File: config.mk
export PLATFORM = sky130hd
export DESIGN_NAME = pd_port_manager_flat
export DESIGN_NICKNAME = d
export VERILOG_FILES = /design/src/hw/pd_ctrl_pkg.sv /design/src/hw/pd_link_if.sv /design/src/hw/pd_port_manager.sv /design/src/flat_wrapper.sv
export SDC_FILE = /design/constraint.sdc
export NUM_CORES = 1
export LEC_CHECK = 0
export ABC_AREA = 1
export BUFFER_PORTS_ARGS = -buffer_cell sky130_fd_sc_hd__buf_4
export CAP_MARGIN = 20
export CORE_ASPECT_RATIO = 2
export CORE_UTILIZATION = 30
export CTS_CLUSTER_DIAMETER = 150
export CTS_CLUSTER_SIZE = 28
export DETAILED_ROUTE_END_ITERATION = 8
export PLACE_DENSITY = 0.57
export SETUP_SLACK_MARGIN = 0.4
export SLEW_MARGIN = 5
export SYNTH_ARGS = -nofsm -noshare
export SYNTH_HDL_FRONTEND = slang
export SYNTH_SLANG_ARGS = --single-unit
File: constraint.sdc
create_clock -name pclk -period 1.9 [get_ports pclk]
set_input_delay 0.57 -clock pclk [delete_from_list [all_inputs] [get_ports pclk]]
set_output_delay 0.57 -clock pclk [all_outputs]
set_load 0.05 [all_outputs]
File: src/hw/pd_ctrl_pkg.sv
// shared constants, register map and types for the port control pair
// assumes a single 40 MHz clock on both ends
package pd_ctrl_pkg;

    // clock and timing
    localparam int CLK_NS = 25;
    localparam int SWAP_MIN_US = 60;
    localparam int SWAP_MAX_US = 120;
    // least time rounds up to whole cycles
    localparam int SWAP_CYCLES = (SWAP_MIN_US * 1000 + CLK_NS - 1) / CLK_NS;
    localparam int WDOG_DEFAULT = 40000;
    localparam int HOLD_OFF_DEFAULT = 8000;

    // widths
    localparam int ALERT_W = 8;
    localparam int CC_W = 4;
    localparam int TYPE_W = 3;
    localparam int CNT_W = 8;
    localparam int LEN_W = 16;

    // termination and message checks
    localparam logic [CC_W-1:0] CC_TERM_OPEN = 4'hF;
    localparam logic [TYPE_W-1:0] TYPE_SOP_LIMIT = 3'h5;
    localparam logic [CNT_W-1:0] MIN_TX_BYTES = 8'h02;
    localparam logic [LEN_W-1:0] CHUNK_BYTES = 16'h001A;
    localparam logic [CNT_W-1:0] HDR_BYTES = 8'h04;
    localparam logic [CNT_W-1:0] MAX_TX_BYTES = 8'h1E;

    // register offsets of the manager end
    localparam logic [11:0] REG_CTRL = 12'h000;
    localparam logic [11:0] REG_SEND = 12'h004;
    localparam logic [11:0] REG_ALERT = 12'h008;
    localparam logic [11:0] REG_STATUS = 12'h00C;
    localparam logic [11:0] REG_CMD = 12'h010;

    // field positions
    localparam int CTRL_WDOG_BIT = 0;
    localparam int CTRL_CONTRACT_BIT = 1;
    localparam int CTRL_MASK_LSB = 8;
    localparam int SEND_EN_BIT = 0;
    localparam int SEND_TYPE_LSB = 4;
    localparam int SEND_LEN_LSB = 8;
    localparam int CMD_FRS_BIT = 0;
    localparam int CMD_FAULT_CLR_BIT = 1;
    localparam int CMD_RP_OK_BIT = 2;
    localparam int CMD_RP_BLOCK_BIT = 3;

    // sink send sequencer states
    typedef enum logic [2:0] {
        ST_IDLE = 3'h1,
        ST_WAIT = 3'h2,
        ST_SEND = 3'h4
    } sink_st_t;

endpackage

File: src/hw/pd_link_if.sv
// link between the port controller and its port manager
// assumes both ends share pclk; the bench resolves the cc wire
`timescale 1ns/1ps
`default_nettype none
interface pd_link_if;
    import pd_ctrl_pkg::*;
    // manager to controller
    logic host_access;
    logic wdog_enable;
    logic [ALERT_W-1:0] alert_mask;
    logic [ALERT_W-1:0] alert_clear;
    logic sink_write;
    logic sink_en;
    logic [TYPE_W-1:0] tx_packet_type;
    logic [CNT_W-1:0] tx_byte_count;
    logic rp_send_ok;
    logic frs_request;
    logic fault_clear;
    // controller to manager
    logic alert_interrupt_pin_n;
    logic [ALERT_W-1:0] alert_status;
    logic host_interface_fault;
    logic fault_irq;
    logic tx_discarded_alert;
    logic swap_active;
    logic sink_busy;
    logic cc_pull_o;
    logic cc_pull_oe;

    modport dev (
        input host_access, wdog_enable, alert_mask, alert_clear, sink_write,
        input sink_en, tx_packet_type, tx_byte_count, rp_send_ok, frs_request,
        input fault_clear,
        output alert_interrupt_pin_n, alert_status, host_interface_fault,
        output fault_irq, tx_discarded_alert, swap_active, sink_busy,
        output cc_pull_o, cc_pull_oe
    );
    modport mgr (
        output host_access, wdog_enable, alert_mask, alert_clear, sink_write,
        output sink_en, tx_packet_type, tx_byte_count, rp_send_ok, frs_request,
        output fault_clear,
        input alert_interrupt_pin_n, alert_status, host_interface_fault,
        input fault_irq, tx_discarded_alert, swap_active, sink_busy,
        input cc_pull_o, cc_pull_oe
    );
endinterface
`default_nettype wire

File: src/hw/pd_port_manager.sv
// port manager end: apb registers driving the controller link
// assumes pins attached, partner_rp_ok and rx_event are asynchronous
`timescale 1ns/1ps
`default_nettype none
module pd_port_manager #(
    parameter int HOLD_CYCLES = pd_ctrl_pkg::HOLD_OFF_DEFAULT
) (
    input wire logic pclk,
    input wire logic presetn,
    input wire logic [11:0] paddr,
    input wire logic psel,
    input wire logic penable,
    input wire logic pwrite,
    input wire logic [31:0] pwdata,
    output logic [31:0] prdata,
    output logic pready,
    output logic pslverr,
    input wire logic attached,
    input wire logic partner_rp_ok,
    input wire logic rx_event,
    output logic rp_advert_ok,
    output logic source_ams_ok,
    output logic rx_status_alert,
    pd_link_if.mgr link
);
    import pd_ctrl_pkg::*;

    localparam int HD_W = $clog2(HOLD_CYCLES + 1);
    localparam logic [HD_W-1:0] HD_LAST = HD_W'(HOLD_CYCLES);

    ////////////////////////////////////////////////////////////////////
    // state

    typedef struct packed {
        logic [2:0] s1;
        logic [2:0] s2;
        logic pready;
        logic pslverr;
        logic [31:0] prdata;
        logic wdog_req;
        logic contract;
        logic [ALERT_W-1:0] mask;
        logic host_access;
        logic [ALERT_W-1:0] alert_clear;
        logic sink_write;
        logic sink_en;
        logic [TYPE_W-1:0] tx_type;
        logic [CNT_W-1:0] tx_cnt;
        logic frs_request;
        logic fault_clear;
        logic fault_seen;
        logic rx_status;
        logic [LEN_W-1:0] rem;
        logic rp_ok;
        logic [HD_W-1:0] hold_cnt;
        logic ams_ok;
        logic swap_prev;
    } mgr_state_t;

    mgr_state_t q;
    mgr_state_t d;
    logic access;
    logic mapped;
    logic [LEN_W-1:0] base;
    logic [LEN_W-1:0] chunk;

    assign access = psel && penable;
    assign mapped = (paddr == REG_CTRL) || (paddr == REG_SEND)
        || (paddr == REG_ALERT) || (paddr == REG_STATUS) || (paddr == REG_CMD);
    // length left to send, new length or the rest of the last
    assign base = (pwdata[SEND_LEN_LSB +: LEN_W] != '0)
        ? pwdata[SEND_LEN_LSB +: LEN_W] : q.rem;
    assign chunk = (base > CHUNK_BYTES) ? CHUNK_BYTES : base;

    ////////////////////////////////////////////////////////////////////
    // next state

    always_comb begin
        d = q;
        d.host_access = 1'b0;
        d.alert_clear = '0;
        d.sink_write = 1'b0;
        d.frs_request = 1'b0;
        d.fault_clear = 1'b0;

        // pin synchronisers, second stage is the only reader
        d.s1 = {rx_event, partner_rp_ok, attached};
        d.s2 = q.s1;

        // apb: one wait cycle, then the transfer completes
        d.pready = 1'b0;
        if (access && !q.pready) begin
            d.pready = 1'b1;
            d.pslverr = !mapped;
            d.prdata = '0;
            if (paddr == REG_CTRL) begin
                d.prdata[CTRL_WDOG_BIT] = q.wdog_req;
                d.prdata[CTRL_CONTRACT_BIT] = q.contract;
                d.prdata[CTRL_MASK_LSB +: ALERT_W] = q.mask;
            end else if (paddr == REG_ALERT) begin
                d.prdata[ALERT_W-1:0] = link.alert_status;
            end else if (paddr == REG_STATUS) begin
                d.prdata = {q.rem, link.alert_status, q.fault_seen, q.ams_ok,
                    q.rp_ok, q.rx_status, link.sink_busy, link.swap_active,
                    link.host_interface_fault, link.alert_interrupt_pin_n};
            end
        end

        // rx status, cleared by a send write or a discard
        if (link.tx_discarded_alert) begin
            d.rx_status = 1'b0;
        end

        // effects at the completing edge of a transfer
        if (access && q.pready) begin
            d.host_access = 1'b1;
            if (pwrite && mapped) begin
                unique case (paddr)
                    REG_CTRL: begin
                        d.wdog_req = pwdata[CTRL_WDOG_BIT];
                        d.contract = pwdata[CTRL_CONTRACT_BIT];
                        d.mask = pwdata[CTRL_MASK_LSB +: ALERT_W];
                    end
                    REG_SEND: begin
                        // buffers already loaded, request issued now
                        d.sink_write = 1'b1;
                        d.sink_en = pwdata[SEND_EN_BIT];
                        d.rx_status = 1'b0;
                        d.tx_type = pwdata[SEND_TYPE_LSB +: TYPE_W];
                        if (pwdata[SEND_EN_BIT]) begin
                            // nothing left to send gives an empty count
                            d.tx_cnt = (chunk == '0) ? '0 : CNT_W'(chunk) + HDR_BYTES;
                            d.rem = base - chunk;
                        end
                    end
                    REG_ALERT: d.alert_clear = pwdata[ALERT_W-1:0];
                    REG_CMD: begin
                        d.frs_request = pwdata[CMD_FRS_BIT] && q.contract;
                        d.fault_clear = pwdata[CMD_FAULT_CLR_BIT];
                        if (pwdata[CMD_FAULT_CLR_BIT]) begin
                            d.fault_seen = 1'b0;
                        end
                        if (pwdata[CMD_RP_OK_BIT]) begin
                            d.rp_ok = 1'b1;
                        end else if (pwdata[CMD_RP_BLOCK_BIT]) begin
                            d.rp_ok = 1'b0;
                        end
                    end
                    default: d.pslverr = 1'b0;
                endcase
            end
        end

        // sets after clears so an event is never lost
        if (q.s2[2]) begin
            d.rx_status = 1'b1;
        end
        if (link.fault_irq) begin
            d.fault_seen = 1'b1;
        end

        // swap finished: advertise send-allowed for the swap message
        d.swap_prev = link.swap_active;
        if (q.swap_prev && !link.swap_active) begin
            d.rp_ok = 1'b1;
        end

        // source hold-off after advertising the blocked level
        if (d.rp_ok) begin
            d.hold_cnt = '0;
            d.ams_ok = 1'b0;
        end else if (q.hold_cnt != HD_LAST) begin
            d.hold_cnt = q.hold_cnt + 1'b1;
        end else begin
            d.ams_ok = 1'b1;
        end
    end

    ////////////////////////////////////////////////////////////////////
    // state register

    always_ff @(posedge pclk or negedge presetn) begin
        if (!presetn) begin
            q <= '0;
        end else begin
            q <= d;
        end
    end

    ////////////////////////////////////////////////////////////////////
    // outputs

    assign prdata = q.prdata;
    assign pready = q.pready;
    assign pslverr = q.pslverr;
    assign rp_advert_ok = q.rp_ok;
    assign source_ams_ok = q.ams_ok;
    assign rx_status_alert = q.rx_status;

    assign link.host_access = q.host_access;
    assign link.wdog_enable = q.wdog_req && q.s2[0];
    assign link.alert_mask = q.mask;
    assign link.alert_clear = q.alert_clear;
    assign link.sink_write = q.sink_write;
    assign link.sink_en = q.sink_en;
    assign link.tx_packet_type = q.tx_type;
    assign link.tx_byte_count = q.tx_cnt;
    assign link.rp_send_ok = q.s2[1];
    assign link.frs_request = q.frs_request;
    assign link.fault_clear = q.fault_clear;

endmodule
`default_nettype wire

File: src/flat_wrapper.sv
// flat-port wrapper written by rule: the top's interface ports become plain ports
module pd_port_manager_flat import pd_ctrl_pkg::*;
#(
    parameter int HOLD_CYCLES = pd_ctrl_pkg::HOLD_OFF_DEFAULT
)
  (pclk, presetn, paddr, psel, penable, pwrite, pwdata, prdata, pready, pslverr, attached, partner_rp_ok, rx_event, rp_advert_ok, source_ams_ok, rx_status_alert, link_host_access, link_wdog_enable, link_alert_mask, link_alert_clear, link_sink_write, link_sink_en, link_tx_packet_type, link_tx_byte_count, link_rp_send_ok, link_frs_request, link_fault_clear, link_alert_interrupt_pin_n, link_alert_status, link_host_interface_fault, link_fault_irq, link_tx_discarded_alert, link_swap_active, link_sink_busy, link_cc_pull_o, link_cc_pull_oe);
  pd_link_if link_i ();
  input wire logic pclk;
  input wire logic presetn;
  input wire logic [11:0] paddr;
  input wire logic psel;
  input wire logic penable;
  input wire logic pwrite;
  input wire logic [31:0] pwdata;
  output logic [31:0] prdata;
  output logic pready;
  output logic pslverr;
  input wire logic attached;
  input wire logic partner_rp_ok;
  input wire logic rx_event;
  output logic rp_advert_ok;
  output logic source_ams_ok;
  output logic rx_status_alert;
  output wire logic [$bits(link_i.host_access)-1:0] link_host_access;
  output wire logic [$bits(link_i.wdog_enable)-1:0] link_wdog_enable;
  output wire logic [$bits(link_i.alert_mask)-1:0] link_alert_mask;
  output wire logic [$bits(link_i.alert_clear)-1:0] link_alert_clear;
  output wire logic [$bits(link_i.sink_write)-1:0] link_sink_write;
  output wire logic [$bits(link_i.sink_en)-1:0] link_sink_en;
  output wire logic [$bits(link_i.tx_packet_type)-1:0] link_tx_packet_type;
  output wire logic [$bits(link_i.tx_byte_count)-1:0] link_tx_byte_count;
  output wire logic [$bits(link_i.rp_send_ok)-1:0] link_rp_send_ok;
  output wire logic [$bits(link_i.frs_request)-1:0] link_frs_request;
  output wire logic [$bits(link_i.fault_clear)-1:0] link_fault_clear;
  input wire logic [$bits(link_i.alert_interrupt_pin_n)-1:0] link_alert_interrupt_pin_n;
  input wire logic [$bits(link_i.alert_status)-1:0] link_alert_status;
  input wire logic [$bits(link_i.host_interface_fault)-1:0] link_host_interface_fault;
  input wire logic [$bits(link_i.fault_irq)-1:0] link_fault_irq;
  input wire logic [$bits(link_i.tx_discarded_alert)-1:0] link_tx_discarded_alert;
  input wire logic [$bits(link_i.swap_active)-1:0] link_swap_active;
  input wire logic [$bits(link_i.sink_busy)-1:0] link_sink_busy;
  input wire logic [$bits(link_i.cc_pull_o)-1:0] link_cc_pull_o;
  input wire logic [$bits(link_i.cc_pull_oe)-1:0] link_cc_pull_oe;
  assign link_host_access = link_i.host_access;
  assign link_wdog_enable = link_i.wdog_enable;
  assign link_alert_mask = link_i.alert_mask;
  assign link_alert_clear = link_i.alert_clear;
  assign link_sink_write = link_i.sink_write;
  assign link_sink_en = link_i.sink_en;
  assign link_tx_packet_type = link_i.tx_packet_type;
  assign link_tx_byte_count = link_i.tx_byte_count;
  assign link_rp_send_ok = link_i.rp_send_ok;
  assign link_frs_request = link_i.frs_request;
  assign link_fault_clear = link_i.fault_clear;
  assign link_i.alert_interrupt_pin_n = link_alert_interrupt_pin_n;
  assign link_i.alert_status = link_alert_status;
  assign link_i.host_interface_fault = link_host_interface_fault;
  assign link_i.fault_irq = link_fault_irq;
  assign link_i.tx_discarded_alert = link_tx_discarded_alert;
  assign link_i.swap_active = link_swap_active;
  assign link_i.sink_busy = link_sink_busy;
  assign link_i.cc_pull_o = link_cc_pull_o;
  assign link_i.cc_pull_oe = link_cc_pull_oe;
  pd_port_manager #(.HOLD_CYCLES(HOLD_CYCLES)) u_core (.pclk(pclk), .presetn(presetn), .paddr(paddr), .psel(psel), .penable(penable), .pwrite(pwrite), .pwdata(pwdata), .prdata(prdata), .pready(pready), .pslverr(pslverr), .attached(attached), .partner_rp_ok(partner_rp_ok), .rx_event(rx_event), .rp_advert_ok(rp_advert_ok), .source_ams_ok(source_ams_ok), .rx_status_alert(rx_status_alert), .link(link_i));
endmodule
# Word level (Yosys, flattened, before mapping)

Index checks and enable logic that the tools add are counted.

Register bits after elaboration: 108
Input bits: 68
Output and inout bits: 71
Logic and storage cells: 93

Add/sub/neg operators: 3
Magnitude comparators: 1
Equality and inequality tests: 6
Muxes and demuxes: 33
Reduce and logical (&&, ||, !) cells: 27

Operators by type and width:

| cell                                                           | number |
|---|---|
| two-way mux 16 bit                                             | 4 |
| two-way mux 43 bit                                             | 1 |
| two-way mux 42 bit                                             | 1 |
| two-way mux 8 bit                                              | 5 |
| two-way mux 34 bit                                             | 1 |
| two-way mux 32 bit                                             | 1 |
| two-way mux 13 bit                                             | 2 |
| equality test 12 x 4 -> 1 bit, second input constant           | 2 |
| two-way mux 24 bit                                             | 1 |
| two-way mux 17 bit                                             | 1 |
| greater-than comparator 16 x 5 -> 1 bit, second input constant | 1 |
| zero test 16 bit                                               | 1 |
| nonzero test 16 bit                                            | 1 |
| subtractor 16 bit                                              | 1 |
| two-way mux 14 bit                                             | 1 |
| adder 13 x 1 -> 13 bit, second input constant                  | 1 |
| != test 13 bit, second input constant                          | 1 |
| equality test 12 x 3 -> 1 bit, second input constant           | 1 |
| equality test 12 x 5 -> 1 bit, second input constant           | 1 |
| zero test 12 bit                                               | 1 |
| two-way mux 1 bit                                              | 12 |
| nonzero test 2 bit                                             | 5 |
| adder 8 x 3 -> 8 bit, second input constant                    | 1 |
| AND reduction 4 bit                                            | 2 |
| other kinds (9)                                                | 21 |

# Longest topological paths before layout

Word-level depth: 12
Gate-level depth with buffers: 19
Gate-level depth less buffers: 18

# Worst setup path before layout

Ideal clock, no wire load.

Path type: input to register
From: in pwdata[15]
To: reg u_core.q, in the netlist u_core.link.tx_byte_count[2]
Library setup time: 125 ps
Arrival: 2332 ps
Required time: 1775 ps
Setup slack: -557 ps
Cell stages on the path: 17
Path buffers: 1
Cell sequence: nor2_1 > nand2_2 > nor2_8 > nand2_4 > buf_6 > nor2_2 > nor2_2 > nor2_2 > nand2_2 > nand3_4 > nor2_1 > inv_1 > ha_1 > nor4b_1 > nand3_1 > nand2_1 > o21ai_1

Word-level cells in the longest chain between the ends: 6
Elaborated cells on any way between the ends: 7
Those cells by class: 1 x add/sub; 1 x order compare; 3 x mux; 2 x reduce/logical

RTL lines:

| item                                                     | RTL line               | source |
|---|---|---|
| start, declared                                          | flat_wrapper.sv:14     | `input wire logic [31:0] pwdata;` |
| nonzero test 16 bit                                      | pd_port_manager.sv:71  | `assign base = (pwdata[SEND_LEN_LSB +: LEN_W] != '0)` |
| two-way mux 16 bit (*)                                   | pd_port_manager.sv:72  | `? pwdata[SEND_LEN_LSB +: LEN_W] : q.rem;` |
| greater-than comparator 16 x 5 -> 1 bit                  | pd_port_manager.sv:73  | `assign chunk = (base > CHUNK_BYTES) ? CHUNK_BYTES : base;` |
| two-way mux 16 bit (*)                                   | pd_port_manager.sv:73  |  |
| adder 8 x 3 -> 8 bit or zero test 16 bit (tied branches) | pd_port_manager.sv:132 | `d.tx_cnt = (chunk == '0) ? '0 : CNT_W'(chunk) + HDR_BYTES;` |
| two-way mux 8 bit (*)                                    | pd_port_manager.sv:132 |  |
| end signal, assigned                                     | pd_port_manager.sv:184 | `q <= '0;` |
| end signal, assigned                                     | pd_port_manager.sv:186 | `q <= d;` |
| end, declared                                            | pd_port_manager.sv:60  | `mgr_state_t q;` |

Every way passes the cells marked *; elsewhere a longest branch is shown, timed or not.
A chain may end at the register's enable or synchronous reset.

# Final worst setup path

From: in pwdata[20]
To: reg u_core.q, in the netlist u_core.link.tx_byte_count[2]

Same word-level chain as after synthesis.

==> metrics.md <==
| Metric | Value |
|---|---|
| CP startpoint kind | input pin |
| Share of layout cells above drive strength 1 | 57.54% |
| Worst min path class | in -> async |
| Antenna Cells | 0 |
| Met2 global-route usage | a little over two fifths |
| WP data arrival | between 2 and 3 ns |
| Finished Core Util | 53.90% |
| Largest net degree at the start of global routing | 61 |
| Gr usage total | between 20% and 30% |
| Synth Register Bits | ~110 |
| Initial core utilization | 30.67% |
| Die X | between 100 and 150 um |
| Final Hold Fails | 0 |
| Setup TNS | -5.838 ns |
| Status | finished, violations left |
| Routed WL per cell | 17.07 um |
| Drt via density | between 4 and 5 |
| Max Cap Viol | 0 |
| Crit-path max FO | 5 |
| Total I/O pin count | between 100 and 150 |
| Post-DP HPWL | approximately 15,000 um |
| Row count | 72 |
| Die height | 201.0 um |
| R2r setup slk | -0.10 ns |
| Routed Antenna Nets | 0 |
| Syn_nets | 793 |
| Placer Congestion | 0.9364 |
| Num CTS Buffers | 9 |
| Setup WS pre-CTS | -0.9541 ns |
| RSZ-0062 raised after global routing | true |
| Pwr dens | 493.6 nW/um^2 |
| GR Util met1 | 19.58% |
| CP Capture Point | u_core.link.tx_byte_count[2]$_DFFE_PN0P_ |
| Area grow syn2layout | 75.77% |
| GR Layer Usage met3 | 3.099% |
| Violated checks | negative setup slack |
| Die area | 20,400 sq um |
| RR Endpoint | u_core.link.tx_byte_count[2]$_DFFE_PN0P_ |
| Grt total ovfl | 0 |
| CP required | 2.15 ns |
| Library cells used by synthesis | 48 |
| Slew @ Worst Pin | 0.6361 ns |
| Max Buffers Root-to-Sink | 2 |
| IO Port Bufs | 128 |
| Final Max Slew Viols | 0 |
| Core area | between 15,000 and 20,000 sq um |
| CP startpoint | pwdata[20] |
| Drt first pass iters | 4 |
| Commonest non-fill, non-tap cell in the layout | buf_4 |
| Initial antenna violation count | 0 |
| Fin worst setup slack | -0.3684 ns |
| Worst-skew pair later-pin latency | 0.36 ns |
| CTS tree | yes |
| NumNets Final | 1,069 |
| Fillers | 1,730 |
| Total Power | 5.153 mW |
| Leakage power total | 4.922 nW |
| Most frequent cells in the layout | buf_4, buf_6, dfrtp_1, nand2_1, inv_1 |
| Clock sink count | 108 |
| Post-layout minimum cycle time | 2.268 ns |
| Vias | 5,905 |
| Hold Buf Count CTS | 0 |
| Routed wire length | 21,510 um |
| First-pass GRT wire length | 32,390 um |
| Critical path class | in -> reg |
| Clock-pin slew on the worst setup and hold paths | roughly 0.08 ns |
| Gr busiest metal | met2 |
| Reg2reg path depth | 13 |
| Headroom to the max-slew limit | 57.59% |
| Root buffer cell | clkbuf_16 |
| Seq/Total Area, Yosys | roughly 46% |
| DRC errors left | 0 |
| CTS H-tree depth | 3 |
| Final worst-path cycle share | 119.4% |
| Number of global-route vias before repair | 6,019 |
| Mapped Area | 5939 sq um |
| Max Fclk | between 400 and 500 MHz |
| Final Skew | 0.008194 ns |
| DR iter-0 viols | about 140 |
| Final setup fails | 24 |
| Cells after synthesis | 720 |
| Peak VDD IR | ~0.36 mV |
| Worst Setup End Kind | flip-flop |
| Worst r2r src | u_core.q[23]$_DFFE_PN0P_ |
| Synthesis Warnings | 0 |
| Avg Cell Area, Syn | 8.249 sq um |
## state kept, by name (all words and copies together), names as in the netlist
register	cells
u_core.q	35
u_core.prdata	32
u_core.link.alert_clear	8
u_core.link.alert_mask	8
u_core.link.tx_byte_count	8
u_core.d	3
u_core.link.tx_packet_type	3
u_core.link.fault_clear	1
u_core.link.frs_request	1
u_core.link.host_access	1
u_core.link.rp_send_ok	1
u_core.link.sink_en	1
u_core.link.sink_write	1
u_core.pready	1
u_core.pslverr	1
u_core.rp_advert_ok	1
u_core.rx_status_alert	1
u_core.source_ams_ok	1
## metal layers
metal / vias to the layer above / wire length, um
met5: - / 0
met4: 0 / 1301
met3: 63 / 568
met2: 145 / 12920
met1: 2861 / 6715
li1: 2836 / -
## cell type report
cell class | instances | area (sq um) | share of cell area [%]
clock buffer | 11 | 252.7 | 2.421
clock inverter | 5 | 35.03 | 0.3356
inverter | 99 | 400.4 | 3.835
multi-input combinational | 443 | 3543 | 33.94
sequential | 108 | 2708 | 25.93
tap | 259 | 324.1 | 3.104
timing repair buffer | 335 | 3177 | 30.43
## where the power goes
| part | total, mW | switching [mW] | internal, mW |
|---|---|---|---|
| Combinational | 0.900 | 0.503 | 0.397 |
| Clock | 1.89 | 0.920 | 0.966 |
| Sequential | 2.37 | 0.0311 | 2.34 |
## metrics by stage
step,cell area (sq um),instances,hold WS (ns)
6_report,10440,1260,0.1952
2_1_floorplan,6262,720,0.2744
4_1_cts,9729,1231,0.2090
5_1_grt,10440,1260,0.2146
3_5_place_dp,7968,1153,0.3347
3_3_place_gp,7968,1153,0.3326
## kinds of logic after synthesis
| kind of cell | synth area share (%) |
|---|---|
| AOI/OAI and AO/OA | 9.880 |
| xor gates and xnor gates | 0.8848 |
| buffers and inverters | 15.10 |
| other | 0.06314 |
| DFF | 45.50 |
| muxes | 0.5687 |
| adders and majority gates | 1.053 |
| and+or+nand+nor | 26.94 |
## worst max-delay path, stage by stage
cell	delay [ns]
buf_8	0.10
nor2_4	0.15
nand2_4	0.09
nor2_4	0.14
buf_6	0.13
nand3_2	0.08
nand2_2	0.11
nand2_4	0.07
nor2_4	0.17
nand3_4	0.17
buf_4	0.17
buf_6	0.10
buf_6	0.11
nor2_4	0.09
nand3_1	0.10
nand2_1	0.10
o21ai_1	0.07
## worst min-delay path by stage
stage	endpoint	cells after the start	startpoint
floorplan	u_core.d[102]$_DFF_PN0_	0	presetn
global placement	u_core.link.rp_send_ok$_DFF_PN0_	0	u_core.d[103]$_DFF_PN0_
detailed placement	u_core.q[102]$_DFF_PN0_	0	u_core.d[102]$_DFF_PN0_
CTS	u_core.q[11]$_DFFE_PN0P_	2	presetn
global route	u_core.prdata[4]$_DFFE_PN0P_	2	presetn
finish	u_core.q[11]$_DFFE_PN0P_	2	presetn
## synth_stat cells (all sizes together)
cell    number  area share (%)
nor2        76             5.8
clkinv       1           0.063
ha           5             1.1
xor2         5            0.74
o211ai       2            0.25
nand3b       1            0.13
nor4         5            0.53
o21ai       50             4.3
a21oi       11            0.99
or2          1            0.11
clkbuf       9            0.57
dfrtp      108              46
xnor2        1            0.15
mux2         3            0.57
o31ai       16             2.0
conb         1           0.063
nor3b        1            0.13
o221ai       1            0.15
a211oi       1            0.13
o21a         1            0.13
nand2      145              10
nor4b        1            0.15
buf         66             8.2
o21bai       3            0.57
a31oi       10             1.2
inv         98             6.2
nor3        18             2.0
o22ai        2            0.21
nand4       14             2.0
nand3       64             6.0
## timing repair
action / CTS / global route
gates resized for setup: 238 / 111
cloned: 8 / 0
pin swaps: 36 / 64
setup endpoints to repair: 156 / 163
buffers inserted: 54 / 29
No activity file was read; power rests on OpenSTA's default activity.
